==> config.mk <==
export PLATFORM = sky130hd
export DESIGN_NAME = ccu_unit
export DESIGN_NICKNAME = d
export VERILOG_FILES = /design/src/ccu_pkg.sv /design/src/ccu_unit.sv
export SDC_FILE = /design/constraint.sdc
export NUM_CORES = 1
export LEC_CHECK = 0
export ABC_CLOCK_PERIOD_IN_PS = 2700
export BUFFER_PORTS_ARGS = -buffer_cell sky130_fd_sc_hd__buf_2
export CAP_MARGIN = 20
export CORE_ASPECT_RATIO = 1.2
export CORE_MARGIN = 2
export CORE_UTILIZATION = 55
export DETAILED_ROUTE_END_ITERATION = 16
export GPL_ROUTABILITY_DRIVEN = 0
export PLACE_DENSITY_LB_ADDON = 0.08
export SETUP_SLACK_MARGIN = 0.4
export SYNTH_ARGS = -nofsm -noshare
export SYNTH_HDL_FRONTEND = slang
export SYNTH_SLANG_ARGS = --single-unit
==> constraint.sdc <==
create_clock -name sys_clk_i -period 2.7 [get_ports sys_clk_i]
set_clock_uncertainty 0.1 [all_clocks]
set_input_delay 0.27 -clock sys_clk_i [delete_from_list [all_inputs] [get_ports sys_clk_i]]
set_output_delay 0.27 -clock sys_clk_i [all_outputs]
set_load 0.01 [all_outputs]
==> src/ccu_pkg.sv <==
// package with register map, mode codes and field layout of the channel pair
package ccu_pkg;
  localparam logic [2:0] ADDR_CTRL1 = 3'h0;
  localparam logic [2:0] ADDR_LOW1 = 3'h1;
  localparam logic [2:0] ADDR_HIGH1 = 3'h2;
  localparam logic [2:0] ADDR_CTRL2 = 3'h3;
  localparam logic [2:0] ADDR_LOW2 = 3'h4;
  localparam logic [2:0] ADDR_HIGH2 = 3'h5;
  localparam logic [2:0] ADDR_CFG = 3'h6;
  localparam logic [2:0] ADDR_STAT = 3'h7;
  localparam logic [7:0] CTRL_RESET = 8'h00;
  localparam logic [7:0] CTRL_MASK = 8'h3F;
  localparam logic [7:0] VALUE_RESET = 8'h00;
  localparam logic [7:0] CFG_RESET = 8'h04;
  localparam int CFG_TSEL_LO = 0;
  localparam int CFG_TSEL_HI = 1;
  localparam int CFG_ROUTE = 2;
  localparam int STAT_FLAG1 = 0;
  localparam int STAT_FLAG2 = 1;
  localparam logic [3:0] MODE_OFF = 4'h0;
  localparam logic [3:0] MODE_TOGGLE = 4'h2;
  localparam logic [3:0] MODE_CAP_FALL = 4'h4;
  localparam logic [3:0] MODE_CAP_RISE = 4'h5;
  localparam logic [3:0] MODE_CAP_RISE4 = 4'h6;
  localparam logic [3:0] MODE_CAP_RISE16 = 4'h7;
  localparam logic [3:0] MODE_SET_HIGH = 4'h8;
  localparam logic [3:0] MODE_SET_LOW = 4'h9;
  localparam logic [3:0] MODE_SOFT_INT = 4'hA;
  localparam logic [3:0] MODE_SPECIAL = 4'hB;
  localparam logic [3:0] PRESC_4 = 4'h3;
  localparam logic [3:0] PRESC_16 = 4'hF;
  typedef struct packed {
    logic [1:0] duty_low_bits;
    logic [3:0] channel_mode_field;
  } ccu_ctrl_t;
  typedef struct packed {
    logic [2:0] addr;
    logic [7:0] wdata;
    logic wr;
    logic rd;
  } ccu_bus_t;
endpackage

==> src/ccu_unit.sv <==
// two capture/compare/pwm channels with register port and pin logic
//
// Decided for this implementation: the address-and-strobe port and the register offsets.
`timescale 1ns/1ps
// Behaviour
// - mode 0000 disables the channel and resets its internal state
// - modes 0100-0111 capture on fall, rise, fourth rise, sixteenth rise
// - mode 0010 toggles output on match and sets the flag
// - mode 1000 starts output low, forces high on match, sets flag
// - mode 1001 starts output high, forces low on match, sets flag
// - mode 1010 only sets the flag; pin shows the port latch
// - mode 1011 flags, pulses timer reset, channel two starts conversion
// - modes 11xx are pwm; duty is value low byte plus control bits 5:4
// - control bits 7 and 6 always read zero
// - value low, value high and control are readable and writable
// - capture/compare use timer one or three, pwm uses timer two
// - both channels run at once and may share one timer
// - both pwm channels update duty on the timer-two period event
// - a capture copies the full sixteen bit timer count
// - a capture sets the flag; only software clears it
// - a new capture overwrites the previous value
// - edge detector watches the pin level even when it is an output
// - prescaler clears when channel off, capture left, or reset
// - changing prescaler setting directly keeps the prescaler count
// - route bit puts channel two on port c pin one or port b pin three
// - timebase select bits choose timer one or three per channel
// - compare modes match value against the assigned timer count
// - a timer write beats a special event reset
module ccu_unit
  import ccu_pkg::*;
(
  input wire logic sys_clk_i,
  input wire logic rst_b_i,
  input wire logic [2:0] reg_addr_i,
  input wire logic [7:0] reg_wdata_i,
  input wire logic reg_wr_i,
  input wire logic reg_rd_i,
  output logic [7:0] reg_rdata_o,
  input wire logic [15:0] timer_one_count_i,
  input wire logic [15:0] timer_three_count_i,
  input wire logic [7:0] timer_two_count_i,
  input wire logic [1:0] timer_two_prescale_i,
  input wire logic timer_two_period_i,
  input wire logic timer_one_write_i,
  input wire logic timer_three_write_i,
  input wire logic channel_pin1_i,
  input wire logic port_c_pin_one_i,
  input wire logic port_b_pin_three_i,
  input wire logic port_latch1_i,
  input wire logic port_latch2_i,
  input wire logic [1:0] pin_direction_bits_i,
  output logic channel_pin1_o,
  output logic channel_pin1_oe_b_o,
  output logic port_c_pin_one_o,
  output logic port_c_pin_one_oe_b_o,
  output logic port_b_pin_three_o,
  output logic port_b_pin_three_oe_b_o,
  output logic [1:0] channel_event_flag_o,
  output logic timer_one_reset_o,
  output logic timer_three_reset_o,
  output logic conversion_start_o
);
  ccu_bus_t bus;
  ccu_ctrl_t ctrl_reg [2];
  logic [7:0] low_reg [2];
  logic [7:0] high_reg [2];
  logic [7:0] cfg_reg;
  logic [1:0] flag_reg;
  logic [1:0] sync1_reg, sync2_reg, prev_reg;
  logic [3:0] presc_reg [2];
  logic [1:0] latch_reg;
  logic [1:0] match_prev_reg;
  logic [9:0] duty_reg [2];
  logic [1:0] pwm_reg;
  logic [1:0] spec_reg;
  logic [1:0] pin_in;
  logic [1:0] rise, fall, cap_ev, match;
  logic [15:0] tbase [2];
  logic [1:0] wr_ctrl;
  logic [1:0] ch_pin_out;
  logic [9:0] pwm_count;

  assign bus = '{addr: reg_addr_i, wdata: reg_wdata_i, wr: reg_wr_i,
                 rd: reg_rd_i};

  function automatic logic is_capture(input logic [3:0] m);
    is_capture = (m[3:2] == 2'b01);
  endfunction

  function automatic logic is_compare(input logic [3:0] m);
    is_compare = (m == MODE_TOGGLE) || (m[3:2] == 2'b10);
  endfunction

  function automatic logic is_pwm(input logic [3:0] m);
    is_pwm = (m[3:2] == 2'b11);
  endfunction

  assign pin_in[0] = channel_pin1_i;
  assign pin_in[1] = cfg_reg[CFG_ROUTE] ? port_c_pin_one_i
                                        : port_b_pin_three_i;

  // timebase select, timer one or three for capture/compare
  // each channel keeps its own time base, both may share one timer
  assign tbase[0] = cfg_reg[CFG_TSEL_HI] ? timer_three_count_i
                                         : timer_one_count_i;
  assign tbase[1] = (cfg_reg[CFG_TSEL_HI] | cfg_reg[CFG_TSEL_LO]) ?
                    timer_three_count_i : timer_one_count_i;

  // two stage pin synchroniser; pin level seen in any direction
  always_ff @(posedge sys_clk_i) begin
    if (!rst_b_i) begin
      sync1_reg <= 2'h0;
      sync2_reg <= 2'h0;
      prev_reg <= 2'h0;
    end else begin
      sync1_reg <= pin_in;
      sync2_reg <= sync1_reg;
      prev_reg <= sync2_reg;
    end
  end

  assign rise = sync2_reg & ~prev_reg;
  assign fall = ~sync2_reg & prev_reg;
  assign wr_ctrl[0] = bus.wr && (bus.addr == ADDR_CTRL1);
  assign wr_ctrl[1] = bus.wr && (bus.addr == ADDR_CTRL2);
  // pwm counter: timer two count extended by its prescaler phase
  assign pwm_count = {timer_two_count_i, timer_two_prescale_i};

  genvar g;
  generate
    for (g = 0; g < 2; g++) begin : ch
      logic [3:0] m;
      assign m = ctrl_reg[g].channel_mode_field;
      always_comb begin
        cap_ev[g] = 1'b0;
        case (m)
          MODE_CAP_FALL: cap_ev[g] = fall[g];
          MODE_CAP_RISE: cap_ev[g] = rise[g];
          MODE_CAP_RISE4: cap_ev[g] = rise[g] && (presc_reg[g] == PRESC_4);
          MODE_CAP_RISE16: cap_ev[g] = rise[g] &&
                                       (presc_reg[g] == PRESC_16);
          default: cap_ev[g] = 1'b0;
        endcase
      end
      // continuous compare; event only on the first matching cycle
      assign match[g] = is_compare(m) &&
                        ({high_reg[g], low_reg[g]} == tbase[g]) &&
                        !match_prev_reg[g];

      // prescaler cleared when off or not capturing
      always_ff @(posedge sys_clk_i) begin
        if (!rst_b_i || !is_capture(m)) begin
          presc_reg[g] <= 4'h0;
        end else if (rise[g] && m[1]) begin
          // count kept across direct prescaler changes
          presc_reg[g] <= (cap_ev[g]) ? 4'h0 : presc_reg[g] + 4'h1;
        end
      end

      // compare match edge memory
      always_ff @(posedge sys_clk_i) begin
        if (!rst_b_i) begin
          match_prev_reg[g] <= 1'b0;
        end else begin
          match_prev_reg[g] <= is_compare(m) &&
                               ({high_reg[g], low_reg[g]} == tbase[g]);
        end
      end

      // compare output latch
      always_ff @(posedge sys_clk_i) begin
        if (!rst_b_i) begin
          latch_reg[g] <= 1'b0;
        end else if (wr_ctrl[g]) begin
          // off forces latch low; initial level on entry
          case (bus.wdata[3:0])
            MODE_SET_HIGH: latch_reg[g] <= 1'b0;
            MODE_SET_LOW: latch_reg[g] <= 1'b1;
            MODE_OFF: latch_reg[g] <= 1'b0;
            default: latch_reg[g] <= latch_reg[g];
          endcase
        end else if (match[g]) begin
          case (m)
            MODE_TOGGLE: latch_reg[g] <= ~latch_reg[g];
            MODE_SET_HIGH: latch_reg[g] <= 1'b1;
            MODE_SET_LOW: latch_reg[g] <= 1'b0;
            default: latch_reg[g] <= latch_reg[g];
          endcase
        end
      end

      // duty reloaded on the shared timer-two period event
      always_ff @(posedge sys_clk_i) begin
        if (!rst_b_i) begin
          duty_reg[g] <= 10'h000;
          pwm_reg[g] <= 1'b0;
        end else if (!is_pwm(m)) begin
          pwm_reg[g] <= 1'b0;
        end else if (timer_two_period_i) begin
          // ten bit duty from low byte and control bits 5:4
          duty_reg[g] <= {low_reg[g], ctrl_reg[g].duty_low_bits};
          pwm_reg[g] <= ({low_reg[g], ctrl_reg[g].duty_low_bits} != 10'h000);
        end else if (pwm_count == duty_reg[g]) begin
          pwm_reg[g] <= 1'b0;
        end
      end

      // soft interrupt mode leaves the pin to the port latch
      always_comb begin
        if (is_pwm(m)) begin
          ch_pin_out[g] = pwm_reg[g];
        end else if (is_compare(m) && m != MODE_SOFT_INT) begin
          ch_pin_out[g] = latch_reg[g];
        end else begin
          ch_pin_out[g] = (g == 0) ? port_latch1_i : port_latch2_i;
        end
      end
    end
  endgenerate

  // special event pulse, one cycle per match
  always_ff @(posedge sys_clk_i) begin
    if (!rst_b_i) begin
      spec_reg <= 2'h0;
    end else begin
      spec_reg[0] <= match[0] &&
                     (ctrl_reg[0].channel_mode_field == MODE_SPECIAL);
      spec_reg[1] <= match[1] &&
                     (ctrl_reg[1].channel_mode_field == MODE_SPECIAL);
    end
  end

  // a timer write takes precedence over the special event reset
  assign timer_one_reset_o = !timer_one_write_i &&
    ((spec_reg[0] && !cfg_reg[CFG_TSEL_HI]) ||
     (spec_reg[1] && !(cfg_reg[CFG_TSEL_HI] | cfg_reg[CFG_TSEL_LO])));
  assign timer_three_reset_o = !timer_three_write_i &&
    ((spec_reg[0] && cfg_reg[CFG_TSEL_HI]) ||
     (spec_reg[1] && (cfg_reg[CFG_TSEL_HI] | cfg_reg[CFG_TSEL_LO])));
  assign conversion_start_o = spec_reg[1];

  // pin drivers; enable low while driving
  assign channel_pin1_o = ch_pin_out[0];
  assign channel_pin1_oe_b_o = pin_direction_bits_i[0];
  assign port_c_pin_one_o = ch_pin_out[1];
  assign port_c_pin_one_oe_b_o = cfg_reg[CFG_ROUTE] ?
                                 pin_direction_bits_i[1] : 1'b1;
  assign port_b_pin_three_o = ch_pin_out[1];
  assign port_b_pin_three_oe_b_o = cfg_reg[CFG_ROUTE] ?
                                   1'b1 : pin_direction_bits_i[1];

  // control and config registers; mode 0000 is a plain off
  always_ff @(posedge sys_clk_i) begin
    if (!rst_b_i) begin
      ctrl_reg[0] <= CTRL_RESET[5:0];
      ctrl_reg[1] <= CTRL_RESET[5:0];
      cfg_reg <= CFG_RESET;
    end else begin
      if (wr_ctrl[0]) ctrl_reg[0] <= bus.wdata[5:0];
      if (wr_ctrl[1]) ctrl_reg[1] <= bus.wdata[5:0];
      if (bus.wr && bus.addr == ADDR_CFG) cfg_reg <= bus.wdata & 8'h07;
    end
  end

  // capture copies the timer; newer capture overwrites
  always_ff @(posedge sys_clk_i) begin
    if (!rst_b_i) begin
      low_reg[0] <= VALUE_RESET;
      low_reg[1] <= VALUE_RESET;
      high_reg[0] <= VALUE_RESET;
      high_reg[1] <= VALUE_RESET;
    end else begin
      if (cap_ev[0]) begin
        {high_reg[0], low_reg[0]} <= tbase[0];
      end else begin
        if (bus.wr && bus.addr == ADDR_LOW1) low_reg[0] <= bus.wdata;
        if (bus.wr && bus.addr == ADDR_HIGH1) high_reg[0] <= bus.wdata;
      end
      if (cap_ev[1]) begin
        {high_reg[1], low_reg[1]} <= tbase[1];
      end else begin
        if (bus.wr && bus.addr == ADDR_LOW2) low_reg[1] <= bus.wdata;
        if (bus.wr && bus.addr == ADDR_HIGH2) high_reg[1] <= bus.wdata;
      end
    end
  end

  // flag set by capture or match; set wins over software clear
  always_ff @(posedge sys_clk_i) begin
    if (!rst_b_i) begin
      flag_reg <= 2'h0;
    end else begin
      flag_reg <= ((bus.wr && bus.addr == ADDR_STAT) ?
                   (flag_reg & ~bus.wdata[1:0]) : flag_reg) |
                  cap_ev | match;
    end
  end
  assign channel_event_flag_o = flag_reg;

  // read mux, control bits 7:6 read zero; unmapped never occurs
  always_ff @(posedge sys_clk_i) begin
    if (!rst_b_i) begin
      reg_rdata_o <= 8'h00;
    end else if (bus.rd) begin
      case (bus.addr)
        ADDR_CTRL1: reg_rdata_o <= {2'b00, ctrl_reg[0]} & CTRL_MASK;
        ADDR_LOW1: reg_rdata_o <= low_reg[0];
        ADDR_HIGH1: reg_rdata_o <= high_reg[0];
        ADDR_CTRL2: reg_rdata_o <= {2'b00, ctrl_reg[1]} & CTRL_MASK;
        ADDR_LOW2: reg_rdata_o <= low_reg[1];
        ADDR_HIGH2: reg_rdata_o <= high_reg[1];
        ADDR_CFG: reg_rdata_o <= cfg_reg;
        ADDR_STAT: reg_rdata_o <= {6'h00, flag_reg};
        default: reg_rdata_o <= 8'h00;
      endcase
    end else begin
      reg_rdata_o <= 8'h00;
    end
  end

  // control one read never shows bits 7:6
  a_ctrl_top_zero: assert property (
    @(posedge sys_clk_i) disable iff (!rst_b_i)
    $past(bus.rd) && $past(bus.addr) == ADDR_CTRL1
    |-> reg_rdata_o[7:6] == 2'b00)
    else $error("control bits 7:6 read nonzero");
  a_capture_load: assert property (
    @(posedge sys_clk_i) disable iff (!rst_b_i)
    cap_ev[0] |=> {high_reg[0], low_reg[0]} == $past(tbase[0]))
    else $error("capture did not load timer");
  a_capture_flag: assert property (
    @(posedge sys_clk_i) disable iff (!rst_b_i)
    cap_ev[1] |=> flag_reg[1])
    else $error("capture flag not set");
  // flag holds until software clears it
  a_flag_sticky: assert property (
    @(posedge sys_clk_i) disable iff (!rst_b_i)
    flag_reg[0] && !(bus.wr && bus.addr == ADDR_STAT && bus.wdata[0])
    |=> flag_reg[0])
    else $error("flag cleared without software");
  a_presc_clear: assert property (
    @(posedge sys_clk_i) disable iff (!rst_b_i)
    !is_capture(ctrl_reg[0].channel_mode_field)
    |=> presc_reg[0] == 4'h0)
    else $error("prescaler kept count outside capture");
  a_toggle_match: assert property (
    @(posedge sys_clk_i) disable iff (!rst_b_i)
    match[0] && ctrl_reg[0].channel_mode_field == MODE_TOGGLE
    && !wr_ctrl[0] |=> latch_reg[0] != $past(latch_reg[0]))
    else $error("toggle missed");
  a_off_latch: assert property (
    @(posedge sys_clk_i) disable iff (!rst_b_i)
    wr_ctrl[1] && bus.wdata[3:0] == MODE_OFF
    |=> latch_reg[1] == 1'b0)
    else $error("latch not low after off");
  // special event follows match and starts conversion
  a_special_pulse: assert property (
    @(posedge sys_clk_i) disable iff (!rst_b_i)
    match[1] && ctrl_reg[1].channel_mode_field == MODE_SPECIAL
    |=> conversion_start_o ##1 !conversion_start_o)
    else $error("special event pulse wrong");
  a_write_wins: assert property (
    @(posedge sys_clk_i) disable iff (!rst_b_i)
    timer_one_write_i |-> !timer_one_reset_o)
    else $error("reset applied over timer write");
  c_capture: cover property (@(posedge sys_clk_i) cap_ev[0]);
  c_match: cover property (@(posedge sys_clk_i) match[0]);
  c_special: cover property (@(posedge sys_clk_i) spec_reg[0]);
  c_pwm_high: cover property (@(posedge sys_clk_i) pwm_reg[1]);
endmodule

==> run summary <==
Status: finished, final reports clean
Reg2reg setup slack: 0.19 ns
Share of cells above drive strength 1: 27.0%
First-pass GRT wire length: 27,600 µm
Critical Path RT: 2.83 ns
Avg Vias per Cell: 6.30
Top-Level Pins: 86
Achievable Freq: 399 MHz
Leakage Power: 2.89 nW
DRC errors left: 0
Max FFs per register: 20
Storage cell area: 2390 µm²
Fin. Hold Viols: 0
Reg2reg end: latch_reg[0]
# diodes: 0
Finished Layout Cells: 867
Die span in y: 119 µm
Crit path largest cell delay: 0.44 ns
Grt ovf: 0
Slew HR: 65.9%
Vias in the first global route: 5,227
Largest net degree at the start of global routing: 34
Yosys reg bits: 99
Initial cell density of the core: 57.0%
Crit path capture type: flip-flop
Footprint of the multi-input gates: 3650 µm²
Unrepaired setup endpoints after global routing: true
DIE WIDTH: 99.8 µm
Sequential area share after synthesis: 39.4%
WP data arrival: 2.64 ns
Top-area cell type share of the netlist area: 19.9%
Slew Viols, Final: 0
Origin of the critical flop-to-flop path: cfg_reg[1]
Syn Std Cell Area: 6050 µm²
Total power: 3.56 mW
Worst Path Buf+Inv: 3
Vias: 5,459
Total GRT Usage: 30.1%
Deepest clock path buffer count: 2
Area leader, netlist: edfxtp_1
Slowest cell on crit path: dfxtp_4
Post-synthesis net count: 712
Distinct cells, synth: 65
Prevailing post-synth register cell: dfxtp_1
CP max FO: 8
Worst-Skew Late Latency: 0.35 ns
Slew @ Worst Pin: 0.507 ns
Min cycle time layout: 2.51 ns
Final setup vio count: 0
Post-DP HPWL: 12,800 µm
Synth top area cells: edfxtp_1, dfxtp_1, mux2i_1
Die area: 11,900 µm²
Area Growth Syn to Fin: 21.3%
Cell Rows: 41
CP delay by family, top: compound AO/OA/AOI/OAI gates
Wire per inst: 20.5 µm
Synth Area per Inst: 9.41 µm²
Antenna Nets Post-Route: 0
VDD IR-drop max: 0.296 mV
H-Tree Depth: 3
Worst Hold Depth: 2
Number of max-cap violations: 0
Post-Route Setup TNS: 0 ns
HP Class: in -> reg
Root Buffer Master: clkbuf_16
Cts hold-fix bufs: 0
Placed Cells: 842
Dpl cell area: 6690 µm²
Final nets: 802
Commonest cells after routing, fill and taps aside: buf_2, dfxtp_1, nor2_1
CTS buffer count: 9
Hold path startpoint: channel_pin1_i
YS warnings: 0
Core Region: 10,600 µm²
FILL cells: 827
Asr flop ratio synth: 0%
Clock transition at the registers of the reported paths: 0.07 ns
CTS tree: built
Worst-case reg-to-reg path depth: 9
Most common library cell in the layout ignoring fill and taps: buf_2
PwrDens: 485 nW/µm²
Final critical-path share of the clock period: 92.9%
Final wirelength: 17,800 µm
Worst Hold End: sync1_reg[0]
DRT iter0 DRCs: 502
Drt first pass iters: 5
Synth Instances: 643
CP startpoint kind: flip-flop
Number of synthesized flops with an enable pin: 40
Initial antenna violation count: 0
CTS sink count: 99
Setup Crit Path Kind: reg -> reg
Cell mode on critical path: buf_4
Design area: 7340 µm²
Input/output buffers: 83
Cell Chain, Critical Path: buf_12, buf_4, mux2i_4, xnor2_2, nor4_2, buf_4, nand3b_1, o31a_1, o311a_1
## per-stage QoR
step	hold slack [ns]	util [%]	setup slack, ns
after floorplan	0.297	-	0.390
after global routing	0.0597	69.1	0.136
after detailed placement	0.328	63.0	0.0255
final	0.0495	69.1	0.192
after CTS	0.0454	68.2	0.314
after global placement	0.321	63.0	0.118
## worst reg2reg max path, cell delays in order, from the launching register on
cell and delay [ns]:
dfxtp_4 0.44, buf_12 0.16, buf_4 0.14, mux2i_4 0.29, xnor2_2 0.09, nor4_2 0.28, buf_4 0.18, nand3b_1 0.10
o31a_1 0.27, o311a_1 0.33
## cells by family after synthesis
logic type	after synthesis	share of synthesized area [%]
flip-flops	99	39.4
adder cells (fa/ha/maj)	2	0.413
XOR/XNOR	47	6.80
buffers and inverters	61	4.36
AND/OR/NAND/NOR	232	22.6
AO/OA/AOI/OAI	124	13.2
multiplexers	78	13.3
## worst max-delay path by stage
stage / from / endpoint / slack [ns] / cells past startpoint
after CTS: cfg_reg[1] / latch_reg[0] / 0.31 / 8
after global routing: cfg_reg[1] / latch_reg[0] / 0.14 / 9
after floorplan: cfg_reg[1] / latch_reg[0] / 0.39 / 8
final: cfg_reg[1] / latch_reg[0] / 0.19 / 9
after global placement: cfg_reg[0] / latch_reg[1] / 0.12 / 7
after detailed placement: cfg_reg[0] / latch_reg[1] / 0.03 / 7
## where the power goes
part           internal [mW]  leakage (nW)  switching (mW)
sequential              1.61         0.901          0.0620
clock                  0.748         0.144           0.573
combinational          0.254          1.85           0.312
## final cells by class
type | count | share of cell area (%)
timing repair buffer | 120 | 10.4
clock buffer | 11 | 3.31
clock inverter | 5 | 0.801
tap | 129 | 2.20
multi-input combinational | 483 | 49.7
sequential | 99 | 32.6
inverter | 20 | 1.02
## what timing repair did
action                                  CTS  global route
setup buffers                             4             3
endpoints found under the setup margin    7             7
pin swaps                                13            10
resized for setup                        37            15
cloned                                    2             0
## per-layer routing
metal	GRT usage, %	wire length (µm)
met1	39.0	7320
met2	49.7	8440
met3	4.23	1260
met4	13.6	767
met5	0	0
## cell usage after synthesis, drive strengths merged, types with 4 or more instances
library cell / number
o21ai: 28
nor3: 9
mux2: 17
nor2: 54
nand4: 8
nand2: 26
xnor2: 30
clkbuf: 30
inv: 19
nor2b: 15
dfxtp: 59
mux2i: 61
and2: 32
and3: 8
nor4: 5
edfxtp: 40
or3b: 9
nand3b: 4
xor2: 17
buf: 11
a31oi: 7
nand2b: 7
nor4b: 9
a211oi: 26
o41ai: 5
or4: 7
nand3: 14
a21oi: 33
and3b: 10
and4: 5
Note: power is estimated with default switching activity, not from simulation.
